===== config.mk =====
export PLATFORM = sky130hd
export DESIGN_NAME = sync_serial_line_interface
export DESIGN_NICKNAME = d
export VERILOG_FILES = /design/src/rtl/ssli_pkg.sv /design/src/rtl/line_transmitter.sv /design/src/rtl/sync_serial_line_interface.sv
export VERILOG_INCLUDE_DIRS = /design/src /design/src/rtl
export SDC_FILE = /design/constraint.sdc
export NUM_CORES = 1
export LEC_CHECK = 0
export ABC_CLOCK_PERIOD_IN_PS = 6400
export BUFFER_PORTS_ARGS = -buffer_cell sky130_fd_sc_hd__buf_4
export CAP_MARGIN = 20
export CORE_MARGIN = 2
export CORE_UTILIZATION = 25
export CTS_BUF_LIST = sky130_fd_sc_hd__clkbuf_4 sky130_fd_sc_hd__clkbuf_8 sky130_fd_sc_hd__clkbuf_16
export DETAILED_ROUTE_END_ITERATION = 8
export SYNTH_ARGS = -nofsm -noshare
export SYNTH_HDL_FRONTEND = slang
export SYNTH_SLANG_ARGS = --single-unit

===== constraint.sdc =====
create_clock -name i_clock -period 6.4 [get_ports i_clock]
set_clock_uncertainty 0.15 [all_clocks]
set_input_delay 0.32 -clock i_clock [delete_from_list [all_inputs] [get_ports i_clock]]
set_output_delay 0.32 -clock i_clock [all_outputs]
set_load 0.01 [all_outputs]

===== src/rtl/ssli_params.svh =====
// Register map, field positions and timing counts of the serial line interface
`ifndef SSLI_PARAMS_SVH
`define SSLI_PARAMS_SVH
`define IDX_RX_CTRL 2'h0
`define IDX_RX_BUF 2'h1
`define IDX_PARAM 2'h1
`define IDX_TX_CTRL 2'h2
`define IDX_TX_BUF 2'h3
`define RC_DTR 1
`define RC_RTS 2
`define RC_HUNT 4
`define RC_RXIE 6
`define RC_RXDONE 7
`define RC_SYNCED 8
`define RC_WMASK 16'h0056
`define RC_MODEM 16'h0006
`define TC_MDATA 0
`define TC_SSCLK 1
`define TC_MODE_LO 2
`define TC_MODE_HI 3
`define TC_SEND 4
`define TC_HDX 5
`define TC_TXDONE 7
`define TC_MRST 8
`define TC_MSEL 9
`define TC_BREAK 10
`define TC_RXMON 11
`define TC_DNA 12
`define TC_WMASK 16'h077F
`define RB_PERR 12
`define RB_FERR 13
`define RB_OVRN 14
`define PR_LEN_LO 8
`define PR_LEN_HI 9
`define PR_PAREN 10
`define PR_PARODD 11
`define PR_MODE_LO 12
`define PR_MODE_HI 13
`define CLEAR_CYCLES 3'h4
`define TEST_DIV 4'h8
`define RXBUF_IDLE 8'hFF
`define BIT_CNT_TOP 4'h9
`endif


===== src/rtl/ssli_pkg.sv =====
// Types shared by the serial line interface files
package ssli_pkg;
  typedef enum logic [1:0] {MAINT_NORMAL = 2'b00, MAINT_INT_LOOP = 2'b01,
    MAINT_EXT_LOOP = 2'b10, MAINT_SYS_TEST = 2'b11} maint_mode_e;
  typedef enum logic [1:0] {LINE_ISO = 2'b00, LINE_INT_SYNC = 2'b01,
    LINE_EXT_SYNC = 2'b10} line_mode_e;
  typedef enum logic [2:0] {RX_OFF = 3'b000, RX_HUNT = 3'b001, RX_VERIFY = 3'b010,
    RX_FRAME = 3'b011, RX_STOP = 3'b100} rx_state_e;
endpackage : ssli_pkg


===== src/rtl/line_transmitter.sv =====
// Serial transmitter with holding buffer and own parameter copy
`timescale 1ns/100ps
`default_nettype none
`include "ssli_params.svh"
module line_transmitter (
  input wire logic i_clock,
  input wire logic i_clear,
  input wire logic i_tick,
  input wire logic i_send,
  input wire logic i_break,
  input wire logic i_load,
  input wire logic [7:0] i_data,
  input wire logic i_param_load,
  input wire logic [15:0] i_param,
  output logic o_serial,
  output logic o_tx_done,
  output logic o_dna
);
  import ssli_pkg::*;
  logic [15:0] param;
  logic [7:0] hold;
  logic full;
  logic [10:0] shreg;
  logic [3:0] left;
  logic iso;
  logic [3:0] nbits;
  logic [7:0] mask;
  logic fetch_data;
  logic fetch_sync;
  logic [10:0] first_frame;

  function automatic logic [10:0] frame(input logic [7:0] d, input logic [15:0] p);
    logic [7:0] m;
    logic [3:0] dp;
    logic [10:0] f;
    m = 8'hFF >> (2'h3 - p[`PR_LEN_HI:`PR_LEN_LO]);
    dp = 4'h5 + {2'h0, p[`PR_LEN_HI:`PR_LEN_LO]};
    f = {3'h0, d & m};
    if (p[`PR_PAREN]) begin
      f = f | ({10'h000, (^(d & m)) ^ p[`PR_PARODD]} << dp);
      dp = dp + 4'h1;
    end
    if (p[`PR_MODE_HI:`PR_MODE_LO] == LINE_ISO) begin
      f = (f << 1) | (11'h001 << (dp + 4'h1));
    end
    return f;
  endfunction : frame

  assign iso = (param[`PR_MODE_HI:`PR_MODE_LO] == LINE_ISO);
  assign mask = 8'hFF >> (2'h3 - param[`PR_LEN_HI:`PR_LEN_LO]);
  assign nbits = 4'h5 + {2'h0, param[`PR_LEN_HI:`PR_LEN_LO]} + {3'h0, param[`PR_PAREN]}
    + (iso ? 4'h2 : 4'h0);
  assign fetch_data = i_tick && (left == 4'h0) && i_send && full;
  assign fetch_sync = i_tick && (left == 4'h0) && i_send && !full && !iso;
  assign first_frame = frame(fetch_data ? hold : param[7:0], param);

  // Parameter copy loaded together with the receiver copy
  always_ff @(posedge i_clock) begin
    if (i_clear) begin
      param <= 16'h0000;
    end else if (i_param_load) begin
      param <= i_param;
    end
  end

  // Holding buffer
  always_ff @(posedge i_clock) begin
    if (i_clear) begin
      hold <= 8'h00;
      full <= 1'b0;
    end else if (i_load) begin
      hold <= i_data & mask;
      full <= 1'b1;
    end else if (fetch_data) begin
      full <= 1'b0;
    end
  end

  // Shifter; idle or paused line marks
  always_ff @(posedge i_clock) begin
    if (i_clear) begin
      shreg <= 11'h000;
      left <= 4'h0;
      o_serial <= 1'b1;
    end else if (i_tick) begin
      if (left != 4'h0) begin
        o_serial <= shreg[0] | i_break;
        shreg <= shreg >> 1;
        left <= left - 4'h1;
      end else if (fetch_data || fetch_sync) begin
        shreg <= first_frame >> 1;
        o_serial <= first_frame[0] | i_break;
        left <= nbits - 4'h1;
      end else begin
        o_serial <= 1'b1;
      end
    end
  end

  // Done flag frozen while send is clear; set wins over load
  always_ff @(posedge i_clock) begin
    if (i_clear) begin
      o_tx_done <= 1'b1;
    end else if (fetch_data) begin
      o_tx_done <= 1'b1;
    end else if (i_load && i_send) begin
      o_tx_done <= 1'b0;
    end
  end

  // Fill character indication
  always_ff @(posedge i_clock) begin
    if (i_clear) begin
      o_dna <= 1'b1;
    end else if (fetch_sync) begin
      o_dna <= 1'b1;
    end else if (fetch_data) begin
      o_dna <= 1'b0;
    end
  end
endmodule : line_transmitter
`default_nettype wire


===== src/rtl/sync_serial_line_interface.sv =====
// Serial line interface: bus slave, clear, clocks, input select, receiver
// Function
// - Software sets the master reset bit to reinitialize the whole interface.
// - Writing the transmit holding buffer starts transmission of that character.
// - With send set the transmitter shifts the character and raises transmit done.
// - Send cleared: finish character, then mark; done flag frozen.
// - Synchronous mode underrun sends the sync character.
// - Isochronous mode underrun pauses until the buffer is written.
// - Receiver accepts data only while hunt enable is set.
// - Once synced, frame next character into buffer and set receive done.
// - Receive done raises the receiver interrupt request.
// - New character before read overwrites buffer and sets overrun.
// - Parameter write loads identical receiver and transmitter copies.
// - Decoder makes separate load strobes for each writable register.
// - Reads use driver enable and two address lines to pick the register.
// - Bus init or master reset clears everything; no bus reply meanwhile.
// - Jumper removed: clearing leaves modem control outputs unchanged; the code keeps them only on master reset, bus init clears them.
// - Master requests a transfer; slave signals its completion.
// - Control registers are 16-bit, word or byte writable.
// - Clocks: modem in normal and external loop, single step in internal loop, internal in system test.
// - Send with half duplex blocks the receive clock.
// - External loop drives a clock out for looping back.
// - Receive source: modem, transmitter, or maintenance bit per mode.
// - In loop modes the receive input level reads in transmit control.
// - Clear: receiver idle, buffer all ones, sync window and flags cleared.
// - Clear: transmitter idle, marking, output flags set.
// - Parameters: mode, length five to eight, parity, sense, sync character.
// - Internal sync needs two back-to-back sync characters before framing.
//
// The implementer's own choices: the register offsets and the Avalon-MM slave port.
`timescale 1ns/100ps
`default_nettype none
`include "ssli_params.svh"
module sync_serial_line_interface (
  input wire logic i_clock,
  input wire logic i_rst_n,
  input wire logic [1:0] i_address,
  input wire logic i_read,
  input wire logic i_write,
  input wire logic [31:0] i_writedata,
  input wire logic [3:0] i_byteenable,
  output logic [31:0] o_readdata,
  output logic o_waitrequest,
  input wire logic i_serial_data_in,
  input wire logic i_modem_tx_clock,
  input wire logic i_modem_rx_clock,
  input wire logic i_optional_clear_jumper,
  output logic o_serial_data_out,
  output logic o_data_term_ready,
  output logic o_request_to_send,
  output logic o_loopback_clock_out,
  output logic o_rx_irq
);
  import ssli_pkg::*;
  logic [3:0] sync1;
  logic [3:0] sync2;
  logic [1:0] clk_prev;
  logic [2:0] clear_count;
  logic main_clear_pulse;
  logic modem_ctrl_clear_pulse;
  logic accept;
  logic driver_enable;
  logic read_select_hi;
  logic read_select_lo;
  logic rx_ctrl_load_strobe;
  logic tx_ctrl_load_strobe;
  logic param_load_strobe;
  logic tx_buffer_load_strobe;
  logic rx_buf_read;
  logic [15:0] receive_control_reg;
  logic [15:0] transmit_control_reg;
  logic [15:0] rx_param;
  logic [15:0] rc_view;
  logic [15:0] tc_view;
  logic [15:0] rb_view;
  logic ss_prev;
  logic [3:0] test_count;
  logic test_tick;
  logic ss_edge;
  logic tx_tick;
  logic rx_tick;
  logic rx_tick_g;
  logic rx_in;
  logic receive_line_monitor;
  logic tx_line;
  logic tx_done;
  logic tx_dna;
  maint_mode_e maint;
  rx_state_e state;
  logic [8:0] shreg;
  logic [8:0] window;
  logic [3:0] cnt;
  logic [7:0] receive_holding_buffer;
  logic perr;
  logic ferr;
  logic rx_done;
  logic overrun_flag;
  logic receiver_synced;
  logic hunt_enable_bit;
  logic half_duplex_bit;
  logic maintenance_serial_bit;
  logic send;
  logic [3:0] rdbits;
  logic [7:0] rmask;
  logic [8:0] sh_next;
  logic [8:0] win_next;
  logic [8:0] expect_sync;
  logic last_bit;
  logic deliver;
  logic [7:0] rdata;
  logic rpar;

  function automatic logic [15:0] merge(input logic [15:0] old, input logic [31:0] wd,
    input logic [3:0] be, input logic [15:0] wmask);
    logic [15:0] n;
    n = old;
    if (be[0]) begin
      n[7:0] = wd[7:0];
    end
    if (be[1]) begin
      n[15:8] = wd[15:8];
    end
    return n & wmask;
  endfunction : merge

  // Two-stage synchronisers: serial in, tx clock, rx clock, jumper
  always_ff @(posedge i_clock) begin
    if (!i_rst_n) begin
      sync1 <= 4'h0;
      sync2 <= 4'h0;
      clk_prev <= 2'h0;
    end else begin
      sync1 <= {i_optional_clear_jumper, i_modem_rx_clock, i_modem_tx_clock, i_serial_data_in};
      sync2 <= sync1;
      clk_prev <= sync2[2:1];
    end
  end

  // Clear sequencer for bus init and master reset
  always_ff @(posedge i_clock) begin
    if (!i_rst_n) begin
      clear_count <= `CLEAR_CYCLES;
    end else if (tx_ctrl_load_strobe && i_byteenable[1] && i_writedata[`TC_MRST]) begin
      clear_count <= `CLEAR_CYCLES;
    end else if (clear_count != 3'h0) begin
      clear_count <= clear_count - 3'h1;
    end
  end
  assign main_clear_pulse = (clear_count != 3'h0);
  assign modem_ctrl_clear_pulse = main_clear_pulse && sync2[3];

  // Avalon slave handshake; no reply while clearing
  assign driver_enable = i_read && !i_write && o_waitrequest && !main_clear_pulse;
  assign accept = (i_read || i_write) && !o_waitrequest;
  assign read_select_hi = i_address[1];
  assign read_select_lo = i_address[0];
  assign rx_ctrl_load_strobe = accept && i_write && (i_address == `IDX_RX_CTRL);
  assign param_load_strobe = accept && i_write && (i_address == `IDX_PARAM);
  assign tx_ctrl_load_strobe = accept && i_write && (i_address == `IDX_TX_CTRL);
  assign tx_buffer_load_strobe = accept && i_write && (i_address == `IDX_TX_BUF);
  assign rx_buf_read = accept && i_read && (i_address == `IDX_RX_BUF);

  always_ff @(posedge i_clock) begin
    if (!i_rst_n) begin
      o_waitrequest <= 1'b1;
    end else begin
      o_waitrequest <= !((i_read || i_write) && o_waitrequest && !main_clear_pulse);
    end
  end

  // Read views of the registers
  always_comb begin
    rc_view = receive_control_reg;
    rc_view[`RC_RXDONE] = rx_done;
    rc_view[`RC_SYNCED] = receiver_synced;
    tc_view = transmit_control_reg;
    tc_view[`TC_TXDONE] = tx_done;
    tc_view[`TC_RXMON] = receive_line_monitor;
    tc_view[`TC_DNA] = tx_dna;
    rb_view = {8'h00, receive_holding_buffer};
    rb_view[`RB_PERR] = perr;
    rb_view[`RB_FERR] = ferr;
    rb_view[`RB_OVRN] = overrun_flag;
  end

  // Output multiplexer steered by the two address lines
  always_ff @(posedge i_clock) begin
    if (!i_rst_n) begin
      o_readdata <= 32'h00000000;
    end else if (driver_enable) begin
      unique case ({read_select_hi, read_select_lo})
        `IDX_RX_CTRL: o_readdata <= {16'h0000, rc_view};
        `IDX_RX_BUF: o_readdata <= {16'h0000, rb_view};
        `IDX_TX_CTRL: o_readdata <= {16'h0000, tc_view};
        `IDX_TX_BUF: o_readdata <= 32'h00000000;
      endcase
    end
  end

  // Receive control; modem bits survive a master reset without the jumper, bus init clears them
  always_ff @(posedge i_clock) begin
    if (!i_rst_n) begin
      receive_control_reg <= 16'h0000;
    end else if (main_clear_pulse) begin
      receive_control_reg <= modem_ctrl_clear_pulse ? 16'h0000
        : (receive_control_reg & `RC_MODEM);
    end else if (rx_ctrl_load_strobe) begin
      receive_control_reg <= merge(receive_control_reg, i_writedata, i_byteenable, `RC_WMASK);
    end
  end

  // Transmit control; clearing also drops the master reset bit
  always_ff @(posedge i_clock) begin
    if (!i_rst_n || main_clear_pulse) begin
      transmit_control_reg <= 16'h0000;
    end else if (tx_ctrl_load_strobe) begin
      transmit_control_reg <= merge(transmit_control_reg, i_writedata, i_byteenable, `TC_WMASK);
    end
  end

  // Receiver parameter copy
  always_ff @(posedge i_clock) begin
    if (!i_rst_n || main_clear_pulse) begin
      rx_param <= 16'h0000;
    end else if (param_load_strobe) begin
      rx_param <= i_writedata[15:0];
    end
  end

  assign maint = maint_mode_e'(transmit_control_reg[`TC_MODE_HI:`TC_MODE_LO]);
  assign send = transmit_control_reg[`TC_SEND];
  assign half_duplex_bit = transmit_control_reg[`TC_HDX];
  assign maintenance_serial_bit = transmit_control_reg[`TC_MDATA];
  assign hunt_enable_bit = receive_control_reg[`RC_HUNT];

  // Single step edge and internal test clock divider
  always_ff @(posedge i_clock) begin
    if (!i_rst_n || main_clear_pulse) begin
      ss_prev <= 1'b0;
      test_count <= 4'h0;
    end else begin
      ss_prev <= transmit_control_reg[`TC_SSCLK];
      test_count <= test_tick ? 4'h0 : test_count + 4'h1;
    end
  end
  assign test_tick = (test_count == `TEST_DIV - 4'h1);
  assign ss_edge = transmit_control_reg[`TC_SSCLK] && !ss_prev;

  // Clock and receive data selection per maintenance mode
  always_comb begin
    tx_tick = 1'b0;
    rx_tick = 1'b0;
    rx_in = sync2[0];
    receive_line_monitor = 1'b0;
    unique case (maint)
      MAINT_NORMAL: begin
        tx_tick = sync2[1] && !clk_prev[0];
        rx_tick = sync2[2] && !clk_prev[1];
        rx_in = sync2[0];
      end
      MAINT_INT_LOOP: begin
        tx_tick = ss_edge;
        rx_tick = ss_edge;
        rx_in = transmit_control_reg[`TC_MSEL] ? maintenance_serial_bit : tx_line;
        receive_line_monitor = rx_in;
      end
      MAINT_EXT_LOOP: begin
        tx_tick = sync2[1] && !clk_prev[0];
        rx_tick = sync2[2] && !clk_prev[1];
        rx_in = transmit_control_reg[`TC_MSEL] ? maintenance_serial_bit : sync2[0];
        receive_line_monitor = rx_in;
      end
      MAINT_SYS_TEST: begin
        tx_tick = test_tick;
        rx_tick = test_tick;
        rx_in = tx_line;
      end
    endcase
  end
  assign rx_tick_g = rx_tick && !(send && half_duplex_bit);

  line_transmitter transmitter (
    .i_clock(i_clock),
    .i_clear(!i_rst_n || main_clear_pulse),
    .i_tick(tx_tick),
    .i_send(send),
    .i_break(transmit_control_reg[`TC_BREAK]),
    .i_load(tx_buffer_load_strobe),
    .i_data(i_writedata[7:0]),
    .i_param_load(param_load_strobe),
    .i_param(i_writedata[15:0]),
    .o_serial(tx_line),
    .o_tx_done(tx_done),
    .o_dna(tx_dna)
  );

  // Receiver framing helpers
  always_comb begin
    rmask = 8'hFF >> (2'h3 - rx_param[`PR_LEN_HI:`PR_LEN_LO]);
    rdbits = 4'h5 + {2'h0, rx_param[`PR_LEN_HI:`PR_LEN_LO]} + {3'h0, rx_param[`PR_PAREN]};
    sh_next = {rx_in, shreg[8:1]};
    win_next = {rx_in, window[8:1]} >> (`BIT_CNT_TOP - rdbits);
    expect_sync = {1'b0, rx_param[7:0] & rmask};
    if (rx_param[`PR_PAREN]) begin
      expect_sync = expect_sync | ({8'h00, (^(rx_param[7:0] & rmask)) ^ rx_param[`PR_PARODD]}
        << (rdbits - 4'h1));
    end
    rdata = 8'(sh_next >> (`BIT_CNT_TOP - rdbits)) & rmask;
    rpar = (sh_next >> (`BIT_CNT_TOP - rdbits)) >> (rdbits - 4'h1) != 9'h000;
    last_bit = (cnt == rdbits - 4'h1);
    deliver = hunt_enable_bit && rx_tick_g && ((state == RX_FRAME && last_bit
      && rx_param[`PR_MODE_HI:`PR_MODE_LO] != LINE_ISO) || state == RX_STOP);
  end
  assign receiver_synced = (state == RX_FRAME) || (state == RX_STOP);

  // Receiver sequencer
  always_ff @(posedge i_clock) begin
    if (!i_rst_n || main_clear_pulse) begin
      state <= RX_OFF;
      shreg <= 9'h000;
      window <= 9'h000;
      cnt <= 4'h0;
    end else if (!hunt_enable_bit) begin
      state <= RX_OFF;
      window <= 9'h000;
    end else if (state == RX_OFF) begin
      state <= (rx_param[`PR_MODE_HI:`PR_MODE_LO] == LINE_EXT_SYNC) ? RX_FRAME : RX_HUNT;
      cnt <= 4'h0;
    end else if (rx_tick_g) begin
      window <= {rx_in, window[8:1]};
      unique case (state)
        RX_HUNT: begin
          cnt <= 4'h0;
          if (rx_param[`PR_MODE_HI:`PR_MODE_LO] == LINE_ISO) begin
            state <= rx_in ? RX_HUNT : RX_FRAME;
          end else if (win_next == expect_sync) begin
            state <= RX_VERIFY;
          end
        end
        RX_VERIFY: begin
          cnt <= last_bit ? 4'h0 : cnt + 4'h1;
          if (last_bit) begin
            state <= (win_next == expect_sync) ? RX_FRAME : RX_HUNT;
          end
        end
        RX_FRAME: begin
          shreg <= sh_next;
          cnt <= last_bit ? 4'h0 : cnt + 4'h1;
          if (last_bit && rx_param[`PR_MODE_HI:`PR_MODE_LO] == LINE_ISO) begin
            state <= RX_STOP;
          end
        end
        RX_STOP: state <= RX_HUNT;
        default: state <= RX_OFF;
      endcase
    end
  end

  // Receive holding buffer and its error bits
  always_ff @(posedge i_clock) begin
    if (!i_rst_n || main_clear_pulse) begin
      receive_holding_buffer <= `RXBUF_IDLE;
      perr <= 1'b0;
      ferr <= 1'b0;
    end else if (deliver) begin
      receive_holding_buffer <= (state == RX_STOP) ? 8'(shreg >> (`BIT_CNT_TOP - rdbits)) & rmask : rdata;
      perr <= rx_param[`PR_PAREN] && (((state == RX_STOP) ? (^(shreg >> (`BIT_CNT_TOP - rdbits)))
        : (^rdata ^ rpar)) != rx_param[`PR_PARODD]);
      ferr <= (state == RX_STOP) && !rx_in;
    end
  end

  // Done and overrun flags; a new character wins over the read clear
  always_ff @(posedge i_clock) begin
    if (!i_rst_n || main_clear_pulse) begin
      rx_done <= 1'b0;
      overrun_flag <= 1'b0;
    end else if (deliver) begin
      rx_done <= 1'b1;
      overrun_flag <= rx_done && !rx_buf_read;
    end else if (rx_buf_read) begin
      rx_done <= 1'b0;
      overrun_flag <= 1'b0;
    end
  end

  // Registered line side outputs
  always_ff @(posedge i_clock) begin
    if (!i_rst_n) begin
      o_serial_data_out <= 1'b1;
      o_data_term_ready <= 1'b0;
      o_request_to_send <= 1'b0;
      o_loopback_clock_out <= 1'b0;
      o_rx_irq <= 1'b0;
    end else begin
      o_serial_data_out <= tx_line;
      o_data_term_ready <= receive_control_reg[`RC_DTR];
      o_request_to_send <= receive_control_reg[`RC_RTS];
      o_loopback_clock_out <= (maint == MAINT_EXT_LOOP) && transmit_control_reg[`TC_SSCLK];
      o_rx_irq <= rx_done && receive_control_reg[`RC_RXIE];
    end
  end
endmodule : sync_serial_line_interface
`default_nettype wire


[Yosys cells after proc, flatten, opt, wreduce, memory -nomap -nowiden]
Index checks and enable logic that the tools add are counted.
Word-level totals
  logic and storage cells: 226
  output and inout bits: 38
  register bits after elaboration: 160
  input port bits: 46
Cells by class
  $add $sub $neg: 13
  reduce and logical (&&, ||, !) cells: 91
  muxes and demuxes: 44
  shift-type cells: 8
  equality and inequality tests: 19
  bitwise operators: 16
Operators by type and width (count)
  one-hot mux 32 bit (4 select lines): 1
  2-to-1 mux 11 bit: 4
  AND 8 bit: 5
  logical AND 1 bit: 37
  right shift 9 x 4 -> 9 bit: 4
  2-to-1 mux 16 bit: 2
  2-to-1 mux 4 bit: 6
  XOR reduction 8 bit: 3
  2-to-1 mux 3 bit: 7
  adder 4 x 1 -> 4 bit (second input constant): 4
  2-to-1 mux 8 bit: 2
  nonzero test 2 bit: 7
  OR reduction 2 bit: 7
  logical NOT 1 bit: 13
  one-hot mux 3 bit (4 select lines): 1
  subtractor 4 x 1 -> 4 bit (second input constant): 3
  OR 11 bit: 1
  OR 8 x 11 -> 11 bit: 1
  << shifter 1 x 4 -> 11 bit: 1
  << shifter 1 x 4 -> 11 bit (first input constant): 1
  == test 2 bit (second input constant): 5
  2-to-1 mux 1 bit: 10
  AND reduction 2 bit: 5
  == test 9 bit: 1
  other kinds (40): 60

[Longest topological paths before layout]
Gate-level depths: netlist (run 1).
  depth after elaboration: 18
  gate-level depth with buffers: 18
  depth with buffers taken out: 15

[Cells and area by module]
A second synthesis (run 1) with hierarchy kept.
Second synthesis, totals
  cell total of the unflattened synthesis: 1031
  area total of the unflattened synthesis: 8538.2 um^2
Modules (own cells, without submodules)
  sync_serial_line_interface: cells an instance 722, instances 1, sequential area each 2062.0 um^2, area an instance 5934.4 um^2
  line_transmitter: cells an instance 309, instances 1, sequential area each 800.8 um^2, area an instance 2603.7 um^2

[Worst setup path before layout (run 1)]
Ideal clock, no wire load.
  kind: flip-flop to flip-flop
  start: register, netlist name transmitter.param[8]
  end: register receive_holding_buffer[7]
  period minus slack after synthesis: 4599 ps
  required time: 6122 ps
  library setup time: 128 ps
  cell stages (with the launch flop): 19
  arrival: 4321 ps
  path buffers: 4
  slack: 1801 ps
  cells stage by stage: dfxtp_1 inv_1 ha_1 fa_1 buf_2 buf_2 clkinv_1 ha_1 buf_2 nor2b_1 xor2_1 or3_1 a211oi_1 nand3_1 a21boi_1 clkbuf_1 o21ai_0 o21ai_0 nand2_1
RTL lines
  end signal: assignment: line sync_serial_line_interface.sv:362  | receive_holding_buffer <= `RXBUF_IDLE;
  end signal: assignment: line sync_serial_line_interface.sv:366  | receive_holding_buffer <= (state == RX_STOP) ? 8'(shreg >> (`BIT_CNT_TOP - rdbits)) & rmask : rdata;
  end: declaration: line sync_serial_line_interface.sv:93  | logic [7:0] receive_holding_buffer;

==> results.cfg, run 1 <==
[run_status]
status = complete, no violations

[layout]
layout_common_cells = nand2_1 (144), dfxtp_1 (129), nor2_1 (91), a21oi_1 (82), buf_4 (58)
diodes = 0
fillers = 3313
largest_reg_flops = 15
layout-drive-gt1-share_pct = 11.8
final_cells = 1400
layout_commonest_cell = nand2_1
fin_nets = 1059
area_growth_pct = 17.1
largest_registers = o_readdata x15, transmitter.param x14
top_register = o_readdata
finish.utilization_pct = 29.7

[routing]
drt_wl_total_um = 21600
vias = 6972
drc = 0
via_per_inst = 4.98
drt_iter0_markers = 461
drtAntennaViolNets = 0
wl_per_cell_um = 15.5
firstDrtPassIters = 7

[sta]
hold_violations = 0
max_freq_ghz = 0.190
setup_violations = 0
setup_ws_ns = 1.13
relSlewSlack_pct = 27.2
hold_ws_ns = 0.00531
layout_min_cycle_time_ns = 5.27
rsz0062_at_grt = false
finalCritPeriodShare_pct = 82.3
slew_viol_final = 0
worst_slew_pin_slew_ns = 1.09
setup_tns_ns = 0

[synthesis]
synth_top_family_by_area = simple AND/OR/NAND/NOR gates
synth_compound_area_share_pct = 20.2
yosysWarnings = 0
synthCells = 969
syn_area_um2 = 7760
ys_seq_area_share_pct = 33.3
synthSimpleGateAreaFrac_pct = 22.5
synth_top_area_share_pct = 33.3
synthTopCellsByArea = dfxtp_1 (33%), nand2_1 (7.0%), mux2i_1 (5.7%)
ys_ff_latch = 129
synth_xor_area_share_pct = 6.16
netlist.top_cell.by_area = dfxtp_1
synth_ff_type = dfxtp_1
synth_edf_count = 0
synthMuxAreaShare_pct = 7.86
yosysUniqueCellTypes = 79
async_flop_share_pct = 0
avgSynthCellArea_um2 = 8.00
synthAdderAreaFrac_pct = 3.74

[floorplan]
ios = 84
die_y_um = 180
coreArea_um2 = 30600
die_w_um = 180
dieArea_um2 = 32500
initial_core_util_pct = 25.4
rows = 64

[clock_tree]
cts_tree = done
cts.sinks = 129
htreeDepth = 4
cts_root_buf = clkbuf_16
clockBufferDepth = 2
cts.clk_slew.worst_paths_ns = 0.07
post_cts_buffers = 0
clkLatencyLatePin_ns = 0.44
cts_buffers = 17
cts_resized = 0
hold_buffers = 10

[grt]
overflow = 0
gr-usage-all-layers_pct = 13.3
grt_pass1_wl_um = 35100
grt_max_degree = 66
grt_pass1_vias = 6487
antenna_found_initial = 0

[setup_path]
r2r_setup_slack_ns = 1.13
cp-start-kind = flip-flop
startpoint = transmitter.param[8]
path_class = reg -> reg
worstSetupEndpointType = flip-flop
r2r-start = transmitter.param[8]
required_ns = 6.63
path_max_fanout = 27
critPathArrivalTime_ns = 5.49

[hold_path]
worstHoldPathType = in -> reg
min_from = i_writedata[11]

[run]
maxCapViolations = 0

[placement]
gp_congestion = 0.882
io_buffers = 46
post-dp-hpwl_um = 15400
place_inst = 1357
dpl_worst_slack_ns = 1.16

[power_and_ir_drop]
ir_drop_v = 0.000181
power_density_nw_per_um2 = 223
p_leak_nw = 3.24
==> final timing paths <==
path                      endpoint  depth (start not counted)
max                           perr                         17
min          transmitter.param[11]                          3
max reg2reg                   perr                         17
min reg2reg               sync2[1]                          1
==> power by group <==
group / leakage, nW / internal [W] / switching, W
Sequential: 1.04 / 0.000823 / 0.0000116
Combinational: 1.90 / 0.0000693 / 0.000126
Clock: 0.296 / 0.000531 / 0.000464
==> Yosys cell counts (all sizes together), types with 5 or more instances <==
master,count
a211oi,7
nand2b,11
xnor2,27
and3,8
nor3b,9
nor2b,12
nor2,91
a21oi,82
a311oi,5
and2,19
mux2i,44
nand2,145
mux4,5
o21ai,40
o22ai,11
buf,29
nand4,9
a31oi,10
o211a,6
clkbuf,52
o211ai,14
ha,20
a211o,8
nor3,15
xnor3,5
nand3b,7
a221oi,6
nand3,35
inv,23
a21boi,11
dfxtp,129
xor2,12
mux2,5
o31ai,10
==> stage by stage <==
| step | instance area, um^2 | total power, W |
|---|---|---|
| 3_5_place_dp | 8360 | 0.00104 |
| 2_1_floorplan | 7820 | 0.000981 |
| 5_1_grt | 9080 | 0.00210 |
| 3_3_place_gp | 8360 | 0.00104 |
| 6_report | 9080 | 0.00203 |
| 4_1_cts | 9070 | 0.00204 |
==> routing by layer <==
metal | global-route usage (%) | share of wire, % | vias up | routed length [um]
li1 | - | - | 3426 | -
met1 | 18.0 | 46 | 3317 | 10000
met2 | 21.3 | 47 | 198 | 10100
met3 | 2.41 | 5.2 | 31 | 1130
met4 | 4.94 | 1.8 | 0 | 382
met5 | 0 | 0 | - | 0
==> worst max-delay path: stages, from the launching register on <==
cell and delay, ns:
dfxtp_1 0.49, inv_1 0.15, ha_1 0.23, fa_1 0.48
buf_4 0.33, clkinv_1 0.39, ha_1 0.44, xor2_1 0.20
buf_4 0.21, nor2_1 0.40, o2bb2a_1 0.33, o31ai_1 0.15
xnor2_1 0.19, xnor2_1 0.17, xnor3_1 0.35, xnor2_1 0.15
a211o_1 0.30, nand3_1 0.08
==> cell families after synthesis <==
logic type               Yosys count
buffers and inverters            107
XOR/XNOR                          44
flip-flops                       129
adder cells (fa/ha/maj)           22
other                              1
AO/OA/AOI/OAI                    239
multiplexers                      54
AND/OR/NAND/NOR                  373
==> area by class of cell <==
cell class              instances  area [um^2]  area share (%)
clock inverters                15          185            2.04
flip-flops and latches        129         2580            28.4
clock buffers                  17          425            4.69
multi-input cells             749         4760            52.4
repair buffers                 68          536            5.90
inverters                      26         97.6            1.07
well taps                     396          495            5.46
Power figures use the tool's default switching activity.
==> inputs of run 2 (changes only) <==
- ABC_AREA: not set -> 1
- ABC_CLOCK_PERIOD_IN_PS: 6400 -> 4700
- clock period: 6.4 -> 4.7 ns (I/O delays scaled with it)
==> results.cfg, run 2 <==
[layout]
largest_registers = o_readdata x15, transmitter.param x14
diodes = 0
layout_common_cells = nand2_1 (264), dfxtp_1 (129), inv_1 (118), a21oi_1 (115), nor2_1 (89)
area_growth_pct = 19.7
top_register = o_readdata
largest_reg_flops = 15
layout-drive-gt1-share_pct = 11.1
fin_nets = 1251
layout_commonest_cell = nand2_1

[power_and_ir_drop]
p_seq_share_pct = 41.5
pwr-share-clk_pct = 47.5
p_leak_nw = 3.86
p_comb_share_pct = 11.0
power_density_nw_per_um2 = 307
p_int_w = 0.00198
switching_share_pct = 28.4
ir_drop_v = 0.000244
power_switching_w = 0.000786

[synthesis]
syn_area_um2 = 7530
synth_edf_count = 0
netlist_top_cells_count = nand2_1 (264), dfxtp_1 (129), inv_1 (118)
yosysWarnings = 0
synthCells = 1125
ys_ff_latch = 129
ys_seq_area_share_pct = 34.3
synth_ff_type = dfxtp_1
yosysUniqueCellTypes = 48
async_flop_share_pct = 0
netlist.top_cell.by_area = dfxtp_1
synth_top_area_share_pct = 34.3
synthTopCellsByArea = dfxtp_1 (34%), nand2_1 (13%), a21oi_1 (7.6%)
synth_most_common_cell = nand2_1
avgSynthCellArea_um2 = 6.69

[sta]
slew_viol_final = 0
rsz0062_at_grt = false
max_freq_ghz = 0.240
setup_tns_ns = 0
layout_min_cycle_time_ns = 4.16
hold_ws_ns = 0.110
finalCritPeriodShare_pct = 88.6
setup_ws_ns = 0.536
hold_violations = 0
relSlewSlack_pct = 41.1
worst_slew_pin_slew_ns = 0.881
setup_violations = 0

[routing]
drt_iter0_markers = 622
via_per_inst = 4.70
firstDrtPassIters = 5
drc = 0
drt_wl_total_um = 21800
drtAntennaViolNets = 0
wl_per_cell_um = 13.7
vias = 7448

[clock_tree]
cts.sinks = 129
htreeDepth = 4
clkLatencyLatePin_ns = 0.43
cts_root_buf = clkbuf_16
clockBufferDepth = 2
cts_resized = 0
hold_buffers = 23
cts.clk_slew.worst_paths_ns = 0.06
post_cts_buffers = 0
cts_buffers = 17
cts_tree = done

[floorplan]
dieArea_um2 = 31500
rows = 63
ios = 84
die_w_um = 178
die_y_um = 178
coreArea_um2 = 29600
initial_core_util_pct = 25.4

[placement]
post-dp-hpwl_um = 16100
gp_congestion = 0.865
dpl_worst_slack_ns = 0.562
io_buffers = 46

[run]
maxCapViolations = 0

[grt]
grt_pass1_vias = 6765
overflow = 0
grt_pass1_wl_um = 34600
grt_max_degree = 58
antenna_found_initial = 0
gr-usage-all-layers_pct = 13.8

[setup_path]
required_ns = 4.91
path_class = reg -> reg
path_max_fanout = 9
critPathTopFamily = simple AND/OR/NAND/NOR gates
cpMostUsedCell = nand2_1
critPathArrivalTime_ns = 4.37
cp-start-kind = flip-flop
slowest_stage = fa_1
crit_buf_inv = 4
worstSetupEndpointType = flip-flop
slowest_delay_ns = 0.53
cp_cell_sequence = inv_1 -> ha_1 -> fa_1 -> inv_2 -> ha_1 -> xnor2_2 -> inv_2 -> nor2_2 -> buf_4 -> nand3_1 -> nor2_1 -> nand2_1 -> nand2_1 -> nand2_1 -> nand2_1 -> nand2_1 -> nand2_1 -> nand3_1 -> nand3_1 -> nand2_1 -> nand2_1 -> nand3_1 -> a21oi_1

[run_status]
status = complete, no violations

[hold_path]
worstHoldPathType = in -> reg
-- run 2: cell types whose count changed after synthesis, sizes merged, moves of 13 or more --
cell	delta
nand4	+13
o21ai	+74
clkbuf	-25
and2	-19
nand3	+39
inv	+112
xnor2	-14
a21oi	+34
mux2i	-44
nand2	+124
-- run 2: layer usage --
| metal | GRT usage [%] | vias up | share of wire, % |
|---|---|---|---|
| li1 | - | 3794 | - |
| met1 | 19.2 | 3460 | 49 |
| met2 | 21.9 | 162 | 45 |
| met3 | 2.70 | 32 | 4.2 |
| met4 | 3.55 | 0 | 1.7 |
| met5 | 0 | - | 0 |
-- run 2: power groups by stage --
stage	combinational (W)	clock (W)	sequential (W)
detailed placement	0.000285	0	0.00117
floorplan	0.000187	0	0.00117
CTS	0.000303	0.00134	0.00115
global route	0.000345	0.00138	0.00115
finish	0.000303	0.00132	0.00115
global placement	0.000280	0	0.00117
-- run 2: cells by family (layout without fill, tap and decap cells) --
group	Yosys count	count (layout)	share of synthesized area [%]
xor gates and xnor gates	29	29	3.67
AOI/OAI and AO/OA	271	271	19.9
other	1	17	0.0498
and+or+nand+nor	479	479	27.3
buffers and inverters	194	249	10.9
adders and majority gates	22	22	3.86
DFF	129	129	34.3
-- run 2: stage by stage --
| stage | utilization, % | std cells | total power [W] | cell area (um^2) |
|---|---|---|---|---|
| after detailed placement | 27.7 | 1531 | 0.00146 | 8200 |
| after global routing | 30.4 | 1586 | 0.00288 | 9010 |
| after CTS | 30.4 | 1586 | 0.00279 | 9010 |
| final | 30.4 | 1586 | 0.00277 | 9010 |
| after floorplan | - | 1141 | 0.00136 | 7590 |
| after global placement | 27.7 | 1531 | 0.00145 | 8200 |
-- run 2: area by class of cell --
type                    count  area, um^2
flip-flops and latches    129        2580
fillers                  3285       20600
inverters                 137         514
multi-input cells         818        4190
well taps                 390         488
repair buffers             80         658
clock inverters            15         151
clock buffers              17         425
-- run 2: worst paths after layout --
kind / endpoint / slack (ns) / cells past startpoint / start
worst max-delay path: perr / 0.54 / 23 / transmitter.param[8]
worst max register to register: perr / 0.54 / 23 / transmitter.param[8]
worst min-delay path: overrun_flag / 0.11 / 6 / i_read
worst min register to register: sync2[2] / 0.26 / 2 / sync1[2]
-- run 2: worst reg2reg max path: stages (launching register included) --
cell	delay [ns]
dfxtp_1	0.50
inv_1	0.22
ha_1	0.26
fa_1	0.53
inv_2	0.05
ha_1	0.20
xnor2_2	0.30
inv_2	0.12
nor2_2	0.27
buf_4	0.23
nand3_1	0.15
nor2_1	0.19
nand2_1	0.08
nand2_1	0.09
nand2_1	0.06
nand2_1	0.06
nand2_1	0.04
nand2_1	0.10
nand3_1	0.09
nand3_1	0.11
nand2_1	0.06
nand2_1	0.06
nand3_1	0.06
a21oi_1	0.11
